===== src/design/sdram_arb_pkg.sv =====
// Constants, types and helpers for the SDRAM queue arbiter configuration
// What this block does
// - Tx read pointer reset bit rewinds pointer
// - Tx write pointer reset bit rewinds pointer
// - Self-test enable runs test, halts traffic
// - Done flag set when self test finishes
// - Result flag zero pass, one fail
// - Fail flag cleared only by device reset
// - Wrap bit: sequential or interleaved bursts
// - Three-bit burst length, resets to 011
// - Mode-write bit pushes mode and refresh settings
// - Refresh interval scaled by eight, reset 46h
// - Arbiter serves MAC and HDLC queue transfers
// - Queue size registers at 40h and 41h
// - Receive capacity is size times 32 packets
// - Transmit capacity is size times 32 packets
// - Receive pointer reset bits rewind pointers
package sdram_arb_pkg;

  // ************************************************************
  // Register offsets
  // ************************************************************
  localparam logic [7:0] QPTR_RESET_ADDR = 8'h12;
  localparam logic [7:0] SELFTEST_ENABLE_ADDR = 8'h20;
  localparam logic [7:0] SELFTEST_RESULT_ADDR = 8'h21;
  localparam logic [7:0] MODE_BURST_ADDR = 8'h3a;
  localparam logic [7:0] MODE_LATENCY_ADDR = 8'h3b;
  localparam logic [7:0] MODE_WRITE_ADDR = 8'h3c;
  localparam logic [7:0] REFRESH_ADDR = 8'h3d;
  localparam logic [7:0] RX_QUEUE_SIZE_ADDR = 8'h40;
  localparam logic [7:0] TX_QUEUE_SIZE_ADDR = 8'h41;
  localparam logic [7:0] QUEUE_STATUS_ADDR = 8'h42;

  // ************************************************************
  // Field positions and reset values
  // ************************************************************
  localparam int TX_WPTR_RST_BIT = 0;
  localparam int TX_RPTR_RST_BIT = 1;
  localparam int RX_WPTR_RST_BIT = 2;
  localparam int RX_RPTR_RST_BIT = 3;
  localparam int WRAP_TYPE_BIT = 3;
  localparam logic [2:0] BURST_LENGTH_RESET = 3'h3;
  localparam logic [2:0] CAS_LATENCY_RESET = 3'h2;
  localparam logic [7:0] REFRESH_RESET = 8'h46;
  localparam logic [7:0] RX_QUEUE_SIZE_RESET = 8'h3d;
  localparam logic [7:0] TX_QUEUE_SIZE_RESET = 8'h03;

  // ************************************************************
  // Counts and timing
  // ************************************************************
  localparam logic [12:0] PKTS_PER_STEP = 13'h0020;
  localparam int PACKET_BYTES = 2048;
  localparam int SYS_CLOCK_MHZ = 200;
  localparam int MEM_CLOCK_MHZ = 100;
  localparam int REFRESH_SCALE = 8;
  localparam logic [11:0] REFRESH_STEP_CYCLES =
    12'(REFRESH_SCALE * SYS_CLOCK_MHZ / MEM_CLOCK_MHZ);
  localparam logic [8:0] BIST_WORDS = 9'h100;
  localparam logic [15:0] BIST_SEED = 16'h5a5a;

  // ************************************************************
  // Types
  // ************************************************************
  typedef enum logic [2:0] {
    CMD_NOP = 3'h0,
    CMD_WRITE = 3'h1,
    CMD_READ = 3'h2,
    CMD_MODE = 3'h3,
    CMD_REFRESH = 3'h4
  } cmd_kind_t;

  typedef enum logic [4:0] {
    BIST_IDLE = 5'h01,
    BIST_WRITE = 5'h02,
    BIST_READ = 5'h04,
    BIST_WAIT = 5'h08,
    BIST_DONE = 5'h10
  } bist_state_t;

  typedef struct packed {
    cmd_kind_t kind;
    logic [13:0] addr;
    logic [15:0] wdata;
  } mem_cmd_t;

  typedef struct packed {
    logic [2:0] cas_latency;
    logic wrap_type;
    logic [2:0] burst_length;
  } mode_word_t;

  typedef struct packed {
    logic rx_push;
    logic rx_pop;
    logic tx_push;
    logic tx_pop;
  } queue_req_t;

  typedef struct packed {
    logic rx_full;
    logic rx_empty;
    logic tx_full;
    logic tx_empty;
  } queue_flags_t;

  typedef struct packed {
    logic wr;
    logic rd;
    logic [7:0] addr;
    logic [7:0] wdata;
  } reg_req_t;

  typedef struct packed {
    logic phase;
    logic [12:0] idx;
  } qptr_t;

  // Test word derived from its address, used on write and compare
  function automatic logic [15:0] bist_pattern(input logic [8:0] i);
    return {i[7:0], ~i[7:0]} ^ BIST_SEED;
  endfunction

endpackage


===== src/design/sdram_queue_arbiter_config.sv =====
// SDRAM queue arbiter with mode, refresh and self-test control
//
// Local design decision: the strobed register port.
module sdram_queue_arbiter_config (
  input wire logic clock,
  input wire logic rstn,
  input wire sdram_arb_pkg::reg_req_t reg_req,
  output logic [7:0] reg_rdata_q,
  input wire sdram_arb_pkg::queue_req_t q_req,
  output sdram_arb_pkg::queue_req_t q_grant_q,
  output sdram_arb_pkg::queue_flags_t q_flags_q,
  output sdram_arb_pkg::mem_cmd_t mem_cmd_q,
  input wire logic mem_rvalid,
  input wire logic [15:0] mem_rdata,
  output sdram_arb_pkg::mode_word_t mode_applied_q,
  output logic [7:0] refresh_applied_q
);

  // ************************************************************
  // Helpers
  // ************************************************************
  function automatic logic [12:0] capacity(input logic [7:0] size);
    return 13'(13'(size) * sdram_arb_pkg::PKTS_PER_STEP);
  endfunction

  function automatic sdram_arb_pkg::qptr_t advance(
    input sdram_arb_pkg::qptr_t p, input logic [12:0] cap);
    sdram_arb_pkg::qptr_t n;
    n = p;
    if (p.idx >= cap - 13'h0001) begin
      n.idx = '0;
      n.phase = ~p.phase;
    end else begin
      n.idx = p.idx + 13'h0001;
    end
    return n;
  endfunction

  function automatic logic is_full(input sdram_arb_pkg::qptr_t w,
                                   input sdram_arb_pkg::qptr_t r);
    return (w.idx == r.idx) && (w.phase != r.phase);
  endfunction

  function automatic logic is_empty(input sdram_arb_pkg::qptr_t w,
                                    input sdram_arb_pkg::qptr_t r);
    return w == r;
  endfunction

  function automatic logic [3:0] rr_pick(input logic [3:0] elig,
                                         input logic [1:0] start);
    logic [3:0] g;
    logic [1:0] k;
    g = '0;
    for (int i = 0; i < 4; i++) begin
      k = 2'(start + 2'(i));
      if (g == '0 && elig[k]) begin
        g[k] = 1'b1;
      end
    end
    return g;
  endfunction

  // ************************************************************
  // Registers
  // ************************************************************
  logic [3:0] qptr_rst_q;
  logic selftest_go_q;
  logic selftest_done_q;
  logic selftest_fail_q;
  logic wrap_type_q;
  logic [2:0] burst_length_q;
  logic [2:0] cas_latency_q;
  logic mode_write_strobe_q;
  logic [7:0] refresh_interval_q;
  logic [7:0] rx_queue_size_q;
  logic [7:0] tx_queue_size_q;
  logic mode_pend_q;
  logic ref_pend_q;
  logic [11:0] ref_cnt_q;
  logic [1:0] rr_q;
  sdram_arb_pkg::qptr_t rx_wptr_q, rx_rptr_q, tx_wptr_q, tx_rptr_q;
  sdram_arb_pkg::bist_state_t bist_q;
  logic [8:0] bist_idx_q;
  logic [8:0] bist_rsp_q;

  logic mode_arm;
  assign mode_arm = reg_req.wr && reg_req.addr ==
    sdram_arb_pkg::MODE_WRITE_ADDR && reg_req.wdata[0] &&
    !mode_write_strobe_q;

  always_ff @(posedge clock or negedge rstn) begin
    if (!rstn) begin
      qptr_rst_q <= '0;
      selftest_go_q <= 1'b0;
      wrap_type_q <= 1'b0;
      burst_length_q <= sdram_arb_pkg::BURST_LENGTH_RESET;
      cas_latency_q <= sdram_arb_pkg::CAS_LATENCY_RESET;
      mode_write_strobe_q <= 1'b0;
      refresh_interval_q <= sdram_arb_pkg::REFRESH_RESET;
      rx_queue_size_q <= sdram_arb_pkg::RX_QUEUE_SIZE_RESET;
      tx_queue_size_q <= sdram_arb_pkg::TX_QUEUE_SIZE_RESET;
    end else if (reg_req.wr) begin
      if (reg_req.addr == sdram_arb_pkg::QPTR_RESET_ADDR) begin
        qptr_rst_q <= reg_req.wdata[3:0];
      end else if (reg_req.addr == sdram_arb_pkg::SELFTEST_ENABLE_ADDR) begin
        selftest_go_q <= reg_req.wdata[0];
      end else if (reg_req.addr == sdram_arb_pkg::MODE_BURST_ADDR) begin
        wrap_type_q <= reg_req.wdata[sdram_arb_pkg::WRAP_TYPE_BIT];
        burst_length_q <= reg_req.wdata[2:0];
      end else if (reg_req.addr == sdram_arb_pkg::MODE_LATENCY_ADDR) begin
        // Latency other than 2 or 3 is stored as written
        cas_latency_q <= reg_req.wdata[2:0];
      end else if (reg_req.addr == sdram_arb_pkg::MODE_WRITE_ADDR) begin
        mode_write_strobe_q <= reg_req.wdata[0];
      end else if (reg_req.addr == sdram_arb_pkg::REFRESH_ADDR) begin
        refresh_interval_q <= reg_req.wdata;
      end else if (reg_req.addr == sdram_arb_pkg::RX_QUEUE_SIZE_ADDR) begin
        rx_queue_size_q <= reg_req.wdata;
      end else if (reg_req.addr == sdram_arb_pkg::TX_QUEUE_SIZE_ADDR) begin
        tx_queue_size_q <= reg_req.wdata;
      end
    end
  end

  // ************************************************************
  // Command selection
  // ************************************************************
  logic [12:0] rx_cap, tx_cap;
  logic rx_full, rx_empty, tx_full, tx_empty;
  logic [3:0] elig, pick;
  logic bist_issue, ref_issue, mode_issue;
  sdram_arb_pkg::queue_req_t grant_d;
  sdram_arb_pkg::mem_cmd_t cmd_d;

  assign rx_cap = capacity(rx_queue_size_q);
  assign tx_cap = capacity(tx_queue_size_q);
  assign rx_full = is_full(rx_wptr_q, rx_rptr_q);
  assign rx_empty = is_empty(rx_wptr_q, rx_rptr_q);
  assign tx_full = is_full(tx_wptr_q, tx_rptr_q);
  assign tx_empty = is_empty(tx_wptr_q, tx_rptr_q);

  // A pointer held in reset takes no traffic
  assign elig = {
    q_req.rx_push && !rx_full && !qptr_rst_q[sdram_arb_pkg::RX_WPTR_RST_BIT],
    q_req.rx_pop && !rx_empty && !qptr_rst_q[sdram_arb_pkg::RX_RPTR_RST_BIT],
    q_req.tx_push && !tx_full && !qptr_rst_q[sdram_arb_pkg::TX_WPTR_RST_BIT],
    q_req.tx_pop && !tx_empty && !qptr_rst_q[sdram_arb_pkg::TX_RPTR_RST_BIT]
  };
  assign pick = rr_pick(elig, rr_q);

  always_comb begin
    cmd_d = '0;
    grant_d = '0;
    bist_issue = 1'b0;
    ref_issue = 1'b0;
    mode_issue = 1'b0;
    if (mode_pend_q) begin
      mode_issue = 1'b1;
      cmd_d.kind = sdram_arb_pkg::CMD_MODE;
      cmd_d.wdata = 16'({cas_latency_q, wrap_type_q, burst_length_q});
    end else if (ref_pend_q) begin
      ref_issue = 1'b1;
      cmd_d.kind = sdram_arb_pkg::CMD_REFRESH;
    end else if (selftest_go_q) begin
      if (bist_q == sdram_arb_pkg::BIST_WRITE) begin
        bist_issue = 1'b1;
        cmd_d.kind = sdram_arb_pkg::CMD_WRITE;
        cmd_d.addr = 14'(bist_idx_q);
        cmd_d.wdata = sdram_arb_pkg::bist_pattern(bist_idx_q);
      end else if (bist_q == sdram_arb_pkg::BIST_READ) begin
        bist_issue = 1'b1;
        cmd_d.kind = sdram_arb_pkg::CMD_READ;
        cmd_d.addr = 14'(bist_idx_q);
      end
    end else begin
      // Round robin over MAC and HDLC requests
      grant_d = pick;
      if (pick[3]) begin
        cmd_d.kind = sdram_arb_pkg::CMD_WRITE;
        cmd_d.addr = 14'(rx_wptr_q.idx);
      end else if (pick[2]) begin
        cmd_d.kind = sdram_arb_pkg::CMD_READ;
        cmd_d.addr = 14'(rx_rptr_q.idx);
      end else if (pick[1]) begin
        // Transmit queue sits above the receive queue
        cmd_d.kind = sdram_arb_pkg::CMD_WRITE;
        cmd_d.addr = 14'(14'(rx_cap) + 14'(tx_wptr_q.idx));
      end else if (pick[0]) begin
        cmd_d.kind = sdram_arb_pkg::CMD_READ;
        cmd_d.addr = 14'(14'(rx_cap) + 14'(tx_rptr_q.idx));
      end
    end
  end

  always_ff @(posedge clock or negedge rstn) begin
    if (!rstn) begin
      mem_cmd_q <= '0;
      q_grant_q <= '0;
      q_flags_q <= '0;
      rr_q <= '0;
    end else begin
      mem_cmd_q <= cmd_d;
      q_grant_q <= grant_d;
      q_flags_q <= {rx_full, rx_empty, tx_full, tx_empty};
      for (int i = 0; i < 4; i++) begin
        if (grant_d[i]) begin
          rr_q <= 2'(i + 1);
        end
      end
    end
  end

  // ************************************************************
  // Queue pointers
  // ************************************************************
  // Reset bits are levels and hold the pointer
  always_ff @(posedge clock or negedge rstn) begin
    if (!rstn) begin
      rx_wptr_q <= '0;
      rx_rptr_q <= '0;
      tx_wptr_q <= '0;
      tx_rptr_q <= '0;
    end else begin
      if (qptr_rst_q[sdram_arb_pkg::RX_WPTR_RST_BIT]) begin
        rx_wptr_q <= '0;
      end else if (grant_d.rx_push) begin
        rx_wptr_q <= advance(rx_wptr_q, rx_cap);
      end
      if (qptr_rst_q[sdram_arb_pkg::RX_RPTR_RST_BIT]) begin
        rx_rptr_q <= '0;
      end else if (grant_d.rx_pop) begin
        rx_rptr_q <= advance(rx_rptr_q, rx_cap);
      end
      if (qptr_rst_q[sdram_arb_pkg::TX_WPTR_RST_BIT]) begin
        tx_wptr_q <= '0;
      end else if (grant_d.tx_push) begin
        tx_wptr_q <= advance(tx_wptr_q, tx_cap);
      end
      if (qptr_rst_q[sdram_arb_pkg::TX_RPTR_RST_BIT]) begin
        tx_rptr_q <= '0;
      end else if (grant_d.tx_pop) begin
        tx_rptr_q <= advance(tx_rptr_q, tx_cap);
      end
    end
  end

  // ************************************************************
  // Mode write and refresh
  // ************************************************************
  logic [11:0] ref_target;
  logic ref_tick;
  assign ref_target = 12'(12'(refresh_applied_q) *
                          sdram_arb_pkg::REFRESH_STEP_CYCLES);
  // A shrunk interval must not leave the counter running past its end
  assign ref_tick = (ref_target != '0) &&
                    (ref_cnt_q >= ref_target - 12'h001);

  always_ff @(posedge clock or negedge rstn) begin
    if (!rstn) begin
      mode_pend_q <= 1'b0;
      mode_applied_q <= {sdram_arb_pkg::CAS_LATENCY_RESET, 1'b0,
                         sdram_arb_pkg::BURST_LENGTH_RESET};
      refresh_applied_q <= sdram_arb_pkg::REFRESH_RESET;
    end else begin
      // Only a zero-to-one write arms a new push
      if (mode_arm) begin
        mode_pend_q <= 1'b1;
      end else if (mode_issue) begin
        mode_pend_q <= 1'b0;
      end
      // Latency, wrap type, burst length and refresh interval applied
      if (mode_issue) begin
        mode_applied_q <= {cas_latency_q, wrap_type_q, burst_length_q};
        refresh_applied_q <= refresh_interval_q;
      end
    end
  end

  // Refresh period is interval times eight memory clocks
  always_ff @(posedge clock or negedge rstn) begin
    if (!rstn) begin
      ref_cnt_q <= '0;
      ref_pend_q <= 1'b0;
    end else begin
      ref_cnt_q <= ref_tick ? '0 : ref_cnt_q + 12'h001;
      if (ref_tick) begin
        ref_pend_q <= 1'b1;
      end else if (ref_issue) begin
        ref_pend_q <= 1'b0;
      end
    end
  end

  // ************************************************************
  // Memory self test
  // ************************************************************
  logic bist_checking;
  assign bist_checking = (bist_q == sdram_arb_pkg::BIST_READ) ||
                         (bist_q == sdram_arb_pkg::BIST_WAIT);

  always_ff @(posedge clock or negedge rstn) begin
    if (!rstn) begin
      bist_q <= sdram_arb_pkg::BIST_IDLE;
      bist_idx_q <= '0;
      bist_rsp_q <= '0;
      selftest_done_q <= 1'b0;
    end else begin
      if (bist_checking && mem_rvalid) begin
        bist_rsp_q <= bist_rsp_q + 9'h001;
      end
      case (bist_q)
        sdram_arb_pkg::BIST_IDLE: begin
          if (selftest_go_q) begin
            bist_q <= sdram_arb_pkg::BIST_WRITE;
            bist_idx_q <= '0;
            bist_rsp_q <= '0;
          end
        end
        sdram_arb_pkg::BIST_WRITE: begin
          if (!selftest_go_q) begin
            bist_q <= sdram_arb_pkg::BIST_IDLE;
          end else if (bist_issue) begin
            bist_idx_q <= bist_idx_q + 9'h001;
            if (bist_idx_q == sdram_arb_pkg::BIST_WORDS - 9'h001) begin
              bist_q <= sdram_arb_pkg::BIST_READ;
              bist_idx_q <= '0;
            end
          end
        end
        sdram_arb_pkg::BIST_READ: begin
          if (!selftest_go_q) begin
            bist_q <= sdram_arb_pkg::BIST_IDLE;
          end else if (bist_issue) begin
            bist_idx_q <= bist_idx_q + 9'h001;
            if (bist_idx_q == sdram_arb_pkg::BIST_WORDS - 9'h001) begin
              bist_q <= sdram_arb_pkg::BIST_WAIT;
            end
          end
        end
        sdram_arb_pkg::BIST_WAIT: begin
          if (!selftest_go_q) begin
            bist_q <= sdram_arb_pkg::BIST_IDLE;
          end else if (bist_rsp_q == sdram_arb_pkg::BIST_WORDS) begin
            // Done once every read has returned
            bist_q <= sdram_arb_pkg::BIST_DONE;
            selftest_done_q <= 1'b1;
          end
        end
        // Done state is left only by reset
        default: begin
          bist_q <= sdram_arb_pkg::BIST_DONE;
        end
      endcase
    end
  end

  always_ff @(posedge clock or negedge rstn) begin
    if (!rstn) begin
      selftest_fail_q <= 1'b0;
    end else if (bist_checking && mem_rvalid &&
                 mem_rdata != sdram_arb_pkg::bist_pattern(bist_rsp_q)) begin
      selftest_fail_q <= 1'b1;
    end
  end

  // ************************************************************
  // Register read port
  // ************************************************************
  logic [7:0] rdata_d;
  always_comb begin
    rdata_d = '0;
    if (reg_req.addr == sdram_arb_pkg::QPTR_RESET_ADDR) begin
      rdata_d = {4'h0, qptr_rst_q};
    end else if (reg_req.addr == sdram_arb_pkg::SELFTEST_ENABLE_ADDR) begin
      rdata_d = {7'h00, selftest_go_q};
    end else if (reg_req.addr == sdram_arb_pkg::SELFTEST_RESULT_ADDR) begin
      rdata_d = {6'h00, selftest_done_q, selftest_fail_q};
    end else if (reg_req.addr == sdram_arb_pkg::MODE_BURST_ADDR) begin
      rdata_d = {4'h0, wrap_type_q, burst_length_q};
    end else if (reg_req.addr == sdram_arb_pkg::MODE_LATENCY_ADDR) begin
      rdata_d = {5'h00, cas_latency_q};
    end else if (reg_req.addr == sdram_arb_pkg::MODE_WRITE_ADDR) begin
      rdata_d = {7'h00, mode_write_strobe_q};
    end else if (reg_req.addr == sdram_arb_pkg::REFRESH_ADDR) begin
      rdata_d = refresh_interval_q;
    end else if (reg_req.addr == sdram_arb_pkg::RX_QUEUE_SIZE_ADDR) begin
      // Arbiter space opens with the size registers
      rdata_d = rx_queue_size_q;
    end else if (reg_req.addr == sdram_arb_pkg::TX_QUEUE_SIZE_ADDR) begin
      rdata_d = tx_queue_size_q;
    end else if (reg_req.addr == sdram_arb_pkg::QUEUE_STATUS_ADDR) begin
      rdata_d = {4'h0, rx_full, rx_empty, tx_full, tx_empty};
    end
  end

  always_ff @(posedge clock or negedge rstn) begin
    if (!rstn) begin
      reg_rdata_q <= '0;
    end else begin
      reg_rdata_q <= reg_req.rd ? rdata_d : 8'h00;
    end
  end
endmodule


===== config.mk =====
export PLATFORM = sky130hd
export DESIGN_NAME = sdram_queue_arbiter_config
export DESIGN_NICKNAME = d
export VERILOG_FILES = /design/src/design/sdram_arb_pkg.sv /design/src/design/sdram_queue_arbiter_config.sv
export SDC_FILE = /design/constraint.sdc
export NUM_CORES = 1
export LEC_CHECK = 0
export ABC_CLOCK_PERIOD_IN_PS = 4200
export BUFFER_PORTS_ARGS = -buffer_cell sky130_fd_sc_hd__clkbuf_2
export CAP_MARGIN = 30
export CORE_MARGIN = 1.5
export CORE_UTILIZATION = 50
export CTS_BUF_LIST = sky130_fd_sc_hd__clkbuf_16
export CTS_CLUSTER_SIZE = 14
export DETAILED_ROUTE_END_ITERATION = 10
export GPL_TIMING_DRIVEN = 1
export HOLD_SLACK_MARGIN = 0.02
export PLACE_DENSITY = 0.76
export SKIP_CTS_REPAIR_TIMING = 1
export SYNTH_ARGS = -nofsm -noshare
export SYNTH_HDL_FRONTEND = slang
export SYNTH_SLANG_ARGS = --single-unit

===== constraint.sdc =====
create_clock -name clock -period 4.2 [get_ports clock]
set_clock_uncertainty 0.15 [all_clocks]
set_input_delay 0.84 -clock clock [delete_from_list [all_inputs] [get_ports clock]]
set_output_delay 0.84 -clock clock [all_outputs]
set_load 0.01 [all_outputs]

; Word level (Yosys, flattened, before mapping)
; Cells that the tools add are included.
; Widths: inputs -> output; s select.
[classes]
eq_ne = 33
n_bitwise = 18
reduce_logical = 64
div = 0
mul = 0
muxes = 101
add_sub_neg = 15
shifts = 0
n_lt_le_gt_ge = 13
[op_table]
columns = cell, count
row1 = $mux 14, 9
row2 = $mux 17, 5
row3 = $mux 9, 9
row4 = $mux 16, 5
row5 = $mux 8, 10
row6 = $add 13x1->13 const B, 4
row7 = $ge 13x13->1, 4
row8 = $mux 13, 4
row9 = $eq 8x6->1 const B, 6
row10 = $mux 5, 9
row11 = $mux 4, 8
row12 = $not 8->8, 4
row13 = $mux 30, 1
row14 = $add 13x13->14, 2
row15 = $eq 14x14->1, 2
row16 = $pmux 9 s3, 1
row17 = $eq 13x13->1, 2
row18 = $sub 13x1->13 const B, 2
row19 = $eq 8x7->1 const B, 3
row20 = $mux 1, 24
row21 = $logic_and 1x1->1, 23
row22 = $pmux 5 s4, 1
row23 = $reduce_bool 2->1, 10
row24 = $add 9x1->9 const B, 2
row25 = 40 further kinds, 94
[word_totals]
latch_bits = 0
regBits = 198
romBits = 0
mem_bits_rw = 0
n_memories = 0
in_bits = 41
output_inout_bits = 64

; Depth between registers and ports, before layout
[logic_depth]
ltp_word = 24
depth_mapped = 16
depth_no_buf = 12

; Worst setup path before layout
; OpenSTA, ideal clock, no wires.
[synth_path]
path_type = register -> register
start = reg tx_wptr_q[6] (netlist bit)
end = reg tx_wptr_q[10] (netlist bit)
arrival_time_ps = 3427
stages_incl_launch_ff = 14
required_ps = 3928
path_slack_ps = 502
setup_time_ps = 122
n_path_buf = 2
cell_sequence = dfrtp_1 -> xnor2_1 -> nand4_1 -> or4_1 -> or2_4 -> a311oi_4 -> o2111ai_1 -> a32o_1 -> and2_1 -> buf_6 -> a311o_1 -> and3_4 -> buf_6 -> a32o_1
[synth_via]
elab_chain_len = 21
elab_cells_between_ends = 39
classes_between = add/sub: 1 / order compare: 1 / eq/ne: 2 / mux: 18 / bitwise: 3 / reduce/logical: 14
[synth_rtl]
columns = element, line
row1 = "start, declared", sdram_queue_arbiter_config.sv:81  ; sdram_arb_pkg::qptr_t rx_wptr_q, rx_rptr_q, tx_wptr_q, tx_rptr_q;
row2 = "start signal, assigned", sdram_queue_arbiter_config.sv:237  ; tx_wptr_q <= advance(tx_wptr_q, tx_cap);
row3 = $eq 13x13->1, sdram_queue_arbiter_config.sv:41  ; return (w.idx == r.idx) && (w.phase != r.phase);
row4 = $logic_and 1x1->1, sdram_queue_arbiter_config.sv:41
row5 = $logic_not 1->1, sdram_queue_arbiter_config.sv:146  ; q_req.tx_push && !tx_full && !qptr_rst_q[sdram_arb_pkg::TX_WPTR_RST_BIT],
row6 = $logic_and 1x1->1 (2 in a row), sdram_queue_arbiter_config.sv:146
row7 = $bmux 1 s2, sdram_queue_arbiter_config.sv:56  ; if (g == '0 && elig[k]) begin
row8 = $mux 1 (implied by the code), sdram_queue_arbiter_config.sv:56
row9 = $mux 4, sdram_queue_arbiter_config.sv:56
row10 = $logic_not 4->1, sdram_queue_arbiter_config.sv:56
row11 = (+4 left out), n/a
row12 = $mux 4, sdram_queue_arbiter_config.sv:56
row13 = $logic_not 4->1, sdram_queue_arbiter_config.sv:56
row14 = $logic_and 1x1->1, sdram_queue_arbiter_config.sv:56
row15 = $mux 4, sdram_queue_arbiter_config.sv:56
row16 = $mux 4, sdram_queue_arbiter_config.sv:164  ; end else if (selftest_go_q) begin
row17 = $mux 4, sdram_queue_arbiter_config.sv:161  ; end else if (ref_pend_q) begin
row18 = $mux 4, sdram_queue_arbiter_config.sv:157  ; if (mode_pend_q) begin
row19 = $reduce_bool 2->1 (no source line), n/a
; Several ways; a longest one is shown, not always the timed one. The select of a mux whose other input is x is not followed.
; A chain may end at the register's enable or synchronous reset.

==> reports/qor.csv <==
metric;value;unit
post-synth-top-count-cell;dfrtp_1;
fin_area;0.01452;mm2
outcome;completed;
die_height;160.6;um
layout.nets;1579;
antenna_found_initial;0;
final.setup.tns;0;ns
max_freq;243.2;MHz
worst_slew_pin_slew;0.9290;ns
crit_buf_inv;3;
grt_pass1_wl;56.57;mm
area_delta_synth_final;16.97;%
start_util;51.05;%
drtIter0Drc;1295;
cts_root_buffer;clkbuf_16;
ys_types;84;
cp-start-kind;register;
h-tree-depth;4;
critical_path.max_stage_delay;0.60;ns
syn_inst;1300;
numCtsBuffers;17;
dpl_cell_area;0.01384;mm2
synth_area;0.01241;mm2
hold_viol;0;
grt-ovfl-total;0;
yosys-top-cells-area;dfrtp_1, ha_1, dfstp_2;
drv_cap;0;
grt_usage;27.88;%
ys_ff_latch;198;
crit_type;reg -> reg;
critPathMaxFanout;6;
routed_via_density;6.193;
power_leakage;7.104;nW
grt_pass1_vias;10450;
ant_nets;0;
hpwl;26.99;mm
max-vdd-ir-drop;0.3906;mV
grt_max_degree;86;
finalCritPeriodShare;97.88;%
drt_first_pass_iters;6;
clk_pin_slew;0.09;ns
vias;11130;
slew-limit-headroom;37.50;%
synthTopCellsByCount;dfrtp_1, nor2_1, nand2_1;
wl_per_cell;19.78;um
ys_warn_count;0;
port_buffers;104;
route.detailed.drc;0;
cellPowerDensity;432.3;mW/mm2
post-place-ws;0.1064;ns
die_w;160.6;um
crit_path_frequent_cell;buf_4;
dieArea;0.02578;mm2
avgSynthCellArea;9.550;um2
cts_tree;built;
cp.required;4.37;ns
place.gp.congestion;0.9506;
fin_ws;0.08890;ns
synth_nets;1419;
rsz0062_at_grt;true;
cts.sinks;198;
synth_largest_area_cell;dfrtp_1;
critPathSlowestCell;or4_1;
slew_viol_final;0;
worstSetupEndpointType;register;
synth-main-ff-cell;dfrtp_1;
crit_family;compound AO/OA/AOI/OAI gates;
drive_gt1_share;23.01;%
worstPathCellList;xnor2_1 -> nand3_1 -> or4_1 -> o211a_1 -> nor3_2 -> buf_4 -> nor3_1 -> o32a_1 -> and4_1 -> buf_4 -> a311o_1 -> buf_4 -> a211oi_1 -> a211oi_1;
critPathArrivalTime;4.28;ns
fp.coreArea;0.02432;mm2
yosysSeqAreaShare;40.11;%
clkLatencyLatePin;0.45;ns
cts_buffer_depth;2;
synthArstFlopShare;100.0;%
synth_top_cell_area_share;35.88;%
r2r_slack;0.09;ns
insertedDiodeCount;0;
fin_crit;4.111;ns
setup_viol;0;
finalWirelength;35.54;mm
hp-class;in -> async;
synth_edf_count;0;
ios;105;
rows;57;
==> cells by family after synthesis <==
kind of cell | after synthesis | share of synthesized area [%]
adders and majority gates | 78 | 7.982
DFF | 198 | 40.11
buffers and inverters | 109 | 3.749
and+or+nand+nor | 476 | 19.98
xor gates and xnor gates | 79 | 5.634
AOI/OAI and AO/OA | 309 | 17.98
muxes | 51 | 4.566
==> routing by layer <==
metal	global-route usage [%]	vias to the layer above	wire, um
met2	44.25	512	16560
li1	-	5087	-
met1	38.34	5452	15040
met5	0	-	0
met4	10.37	0	1230
met3	4.726	77	2714
==> flip-flops by register name, summed over array words and instances, names as in the netlist, 9 cells and up <==
| signal | cells |
|---|---|
| mem_cmd_q | 33 |
| rx_rptr_q | 14 |
| rx_wptr_q | 14 |
| tx_rptr_q | 14 |
| tx_wptr_q | 14 |
| ref_cnt_q | 12 |
| bist_idx_q | 9 |
| bist_rsp_q | 9 |
==> final timing paths <==
check,from,to,depth (start not counted)
max,tx_rptr_q[10]$_DFFE_PN0P_,mem_cmd_q[28]$_DFF_PN0_,14
min,rstn,reg_rdata_q[7]$_DFF_PN0_,1
max reg2reg,tx_rptr_q[10]$_DFFE_PN0P_,mem_cmd_q[28]$_DFF_PN0_,14
min reg2reg,ref_cnt_q[0]$_DFF_PN0_,ref_cnt_q[0]$_DFF_PN0_,1
max in group asynchronous,rstn,mode_applied_q[5]$_DFFE_PN1P_,2
min in group clock,ref_cnt_q[0]$_DFF_PN0_,ref_cnt_q[0]$_DFF_PN0_,1
==> report_power, final <==
group          internal, mW  total, mW  switching [mW]  leakage (nW)
clock                 0.861       1.71           0.851         0.296
combinational         0.959       2.45            1.50          4.18
sequential             2.01       2.11          0.0975          2.62
==> cells in the final DEF (no fill, tap or decap), types with 6 or more instances in the layout <==
| master | instances |
|---|---|
| a211oi_1 | 6 |
| a21o_1 | 40 |
| a21oi_1 | 61 |
| a22o_1 | 6 |
| a22oi_1 | 23 |
| a31oi_1 | 12 |
| a32o_1 | 23 |
| and2_1 | 14 |
| and3_1 | 26 |
| buf_4 | 92 |
| clkbuf_16 | 17 |
| clkbuf_2 | 103 |
| dfrtp_1 | 178 |
| dfstp_2 | 20 |
| ha_1 | 76 |
| inv_1 | 51 |
| mux2_2 | 45 |
| mux2i_1 | 6 |
| nand2_1 | 90 |
| nand2b_1 | 18 |
| nand3_1 | 58 |
| nand3b_1 | 10 |
| nand4_1 | 23 |
| nor2_1 | 99 |
| nor2b_1 | 18 |
| nor3_1 | 45 |
| nor4_1 | 12 |
| o21a_1 | 8 |
| o21ai_0 | 60 |
| o221ai_1 | 9 |
| or2_2 | 12 |
| or3_1 | 14 |
| xnor2_1 | 55 |
| xor2_1 | 23 |
==> per-stage QoR <==
step / hold WS, ns / cells / utilization, % / power [mW]
3_3_place_gp: 0.3042 / 1764 / 56.87 / 4.416
3_5_place_dp: 0.3112 / 1765 / 56.89 / 4.441
5_1_grt: 0.3231 / 1797 / 59.71 / 6.535
6_report: 0.2561 / 1797 / 59.71 / 6.278
2_1_floorplan: 0.2753 / 1300 / - / 3.586
4_1_cts: 0.3051 / 1797 / 59.41 / 6.157
==> layout make-up <==
class / count / area (um2)
fill: 2032 / 9798
multi-input combinational: 993 / 7051
sequential: 198 / 4980
timing repair buffer: 200 / 1285
clock buffer: 17 / 425.4
tap: 324 / 405.4
clock inverter: 15 / 187.7
inverter: 50 / 187.7
No activity file was read; power rests on OpenSTA's default activity.
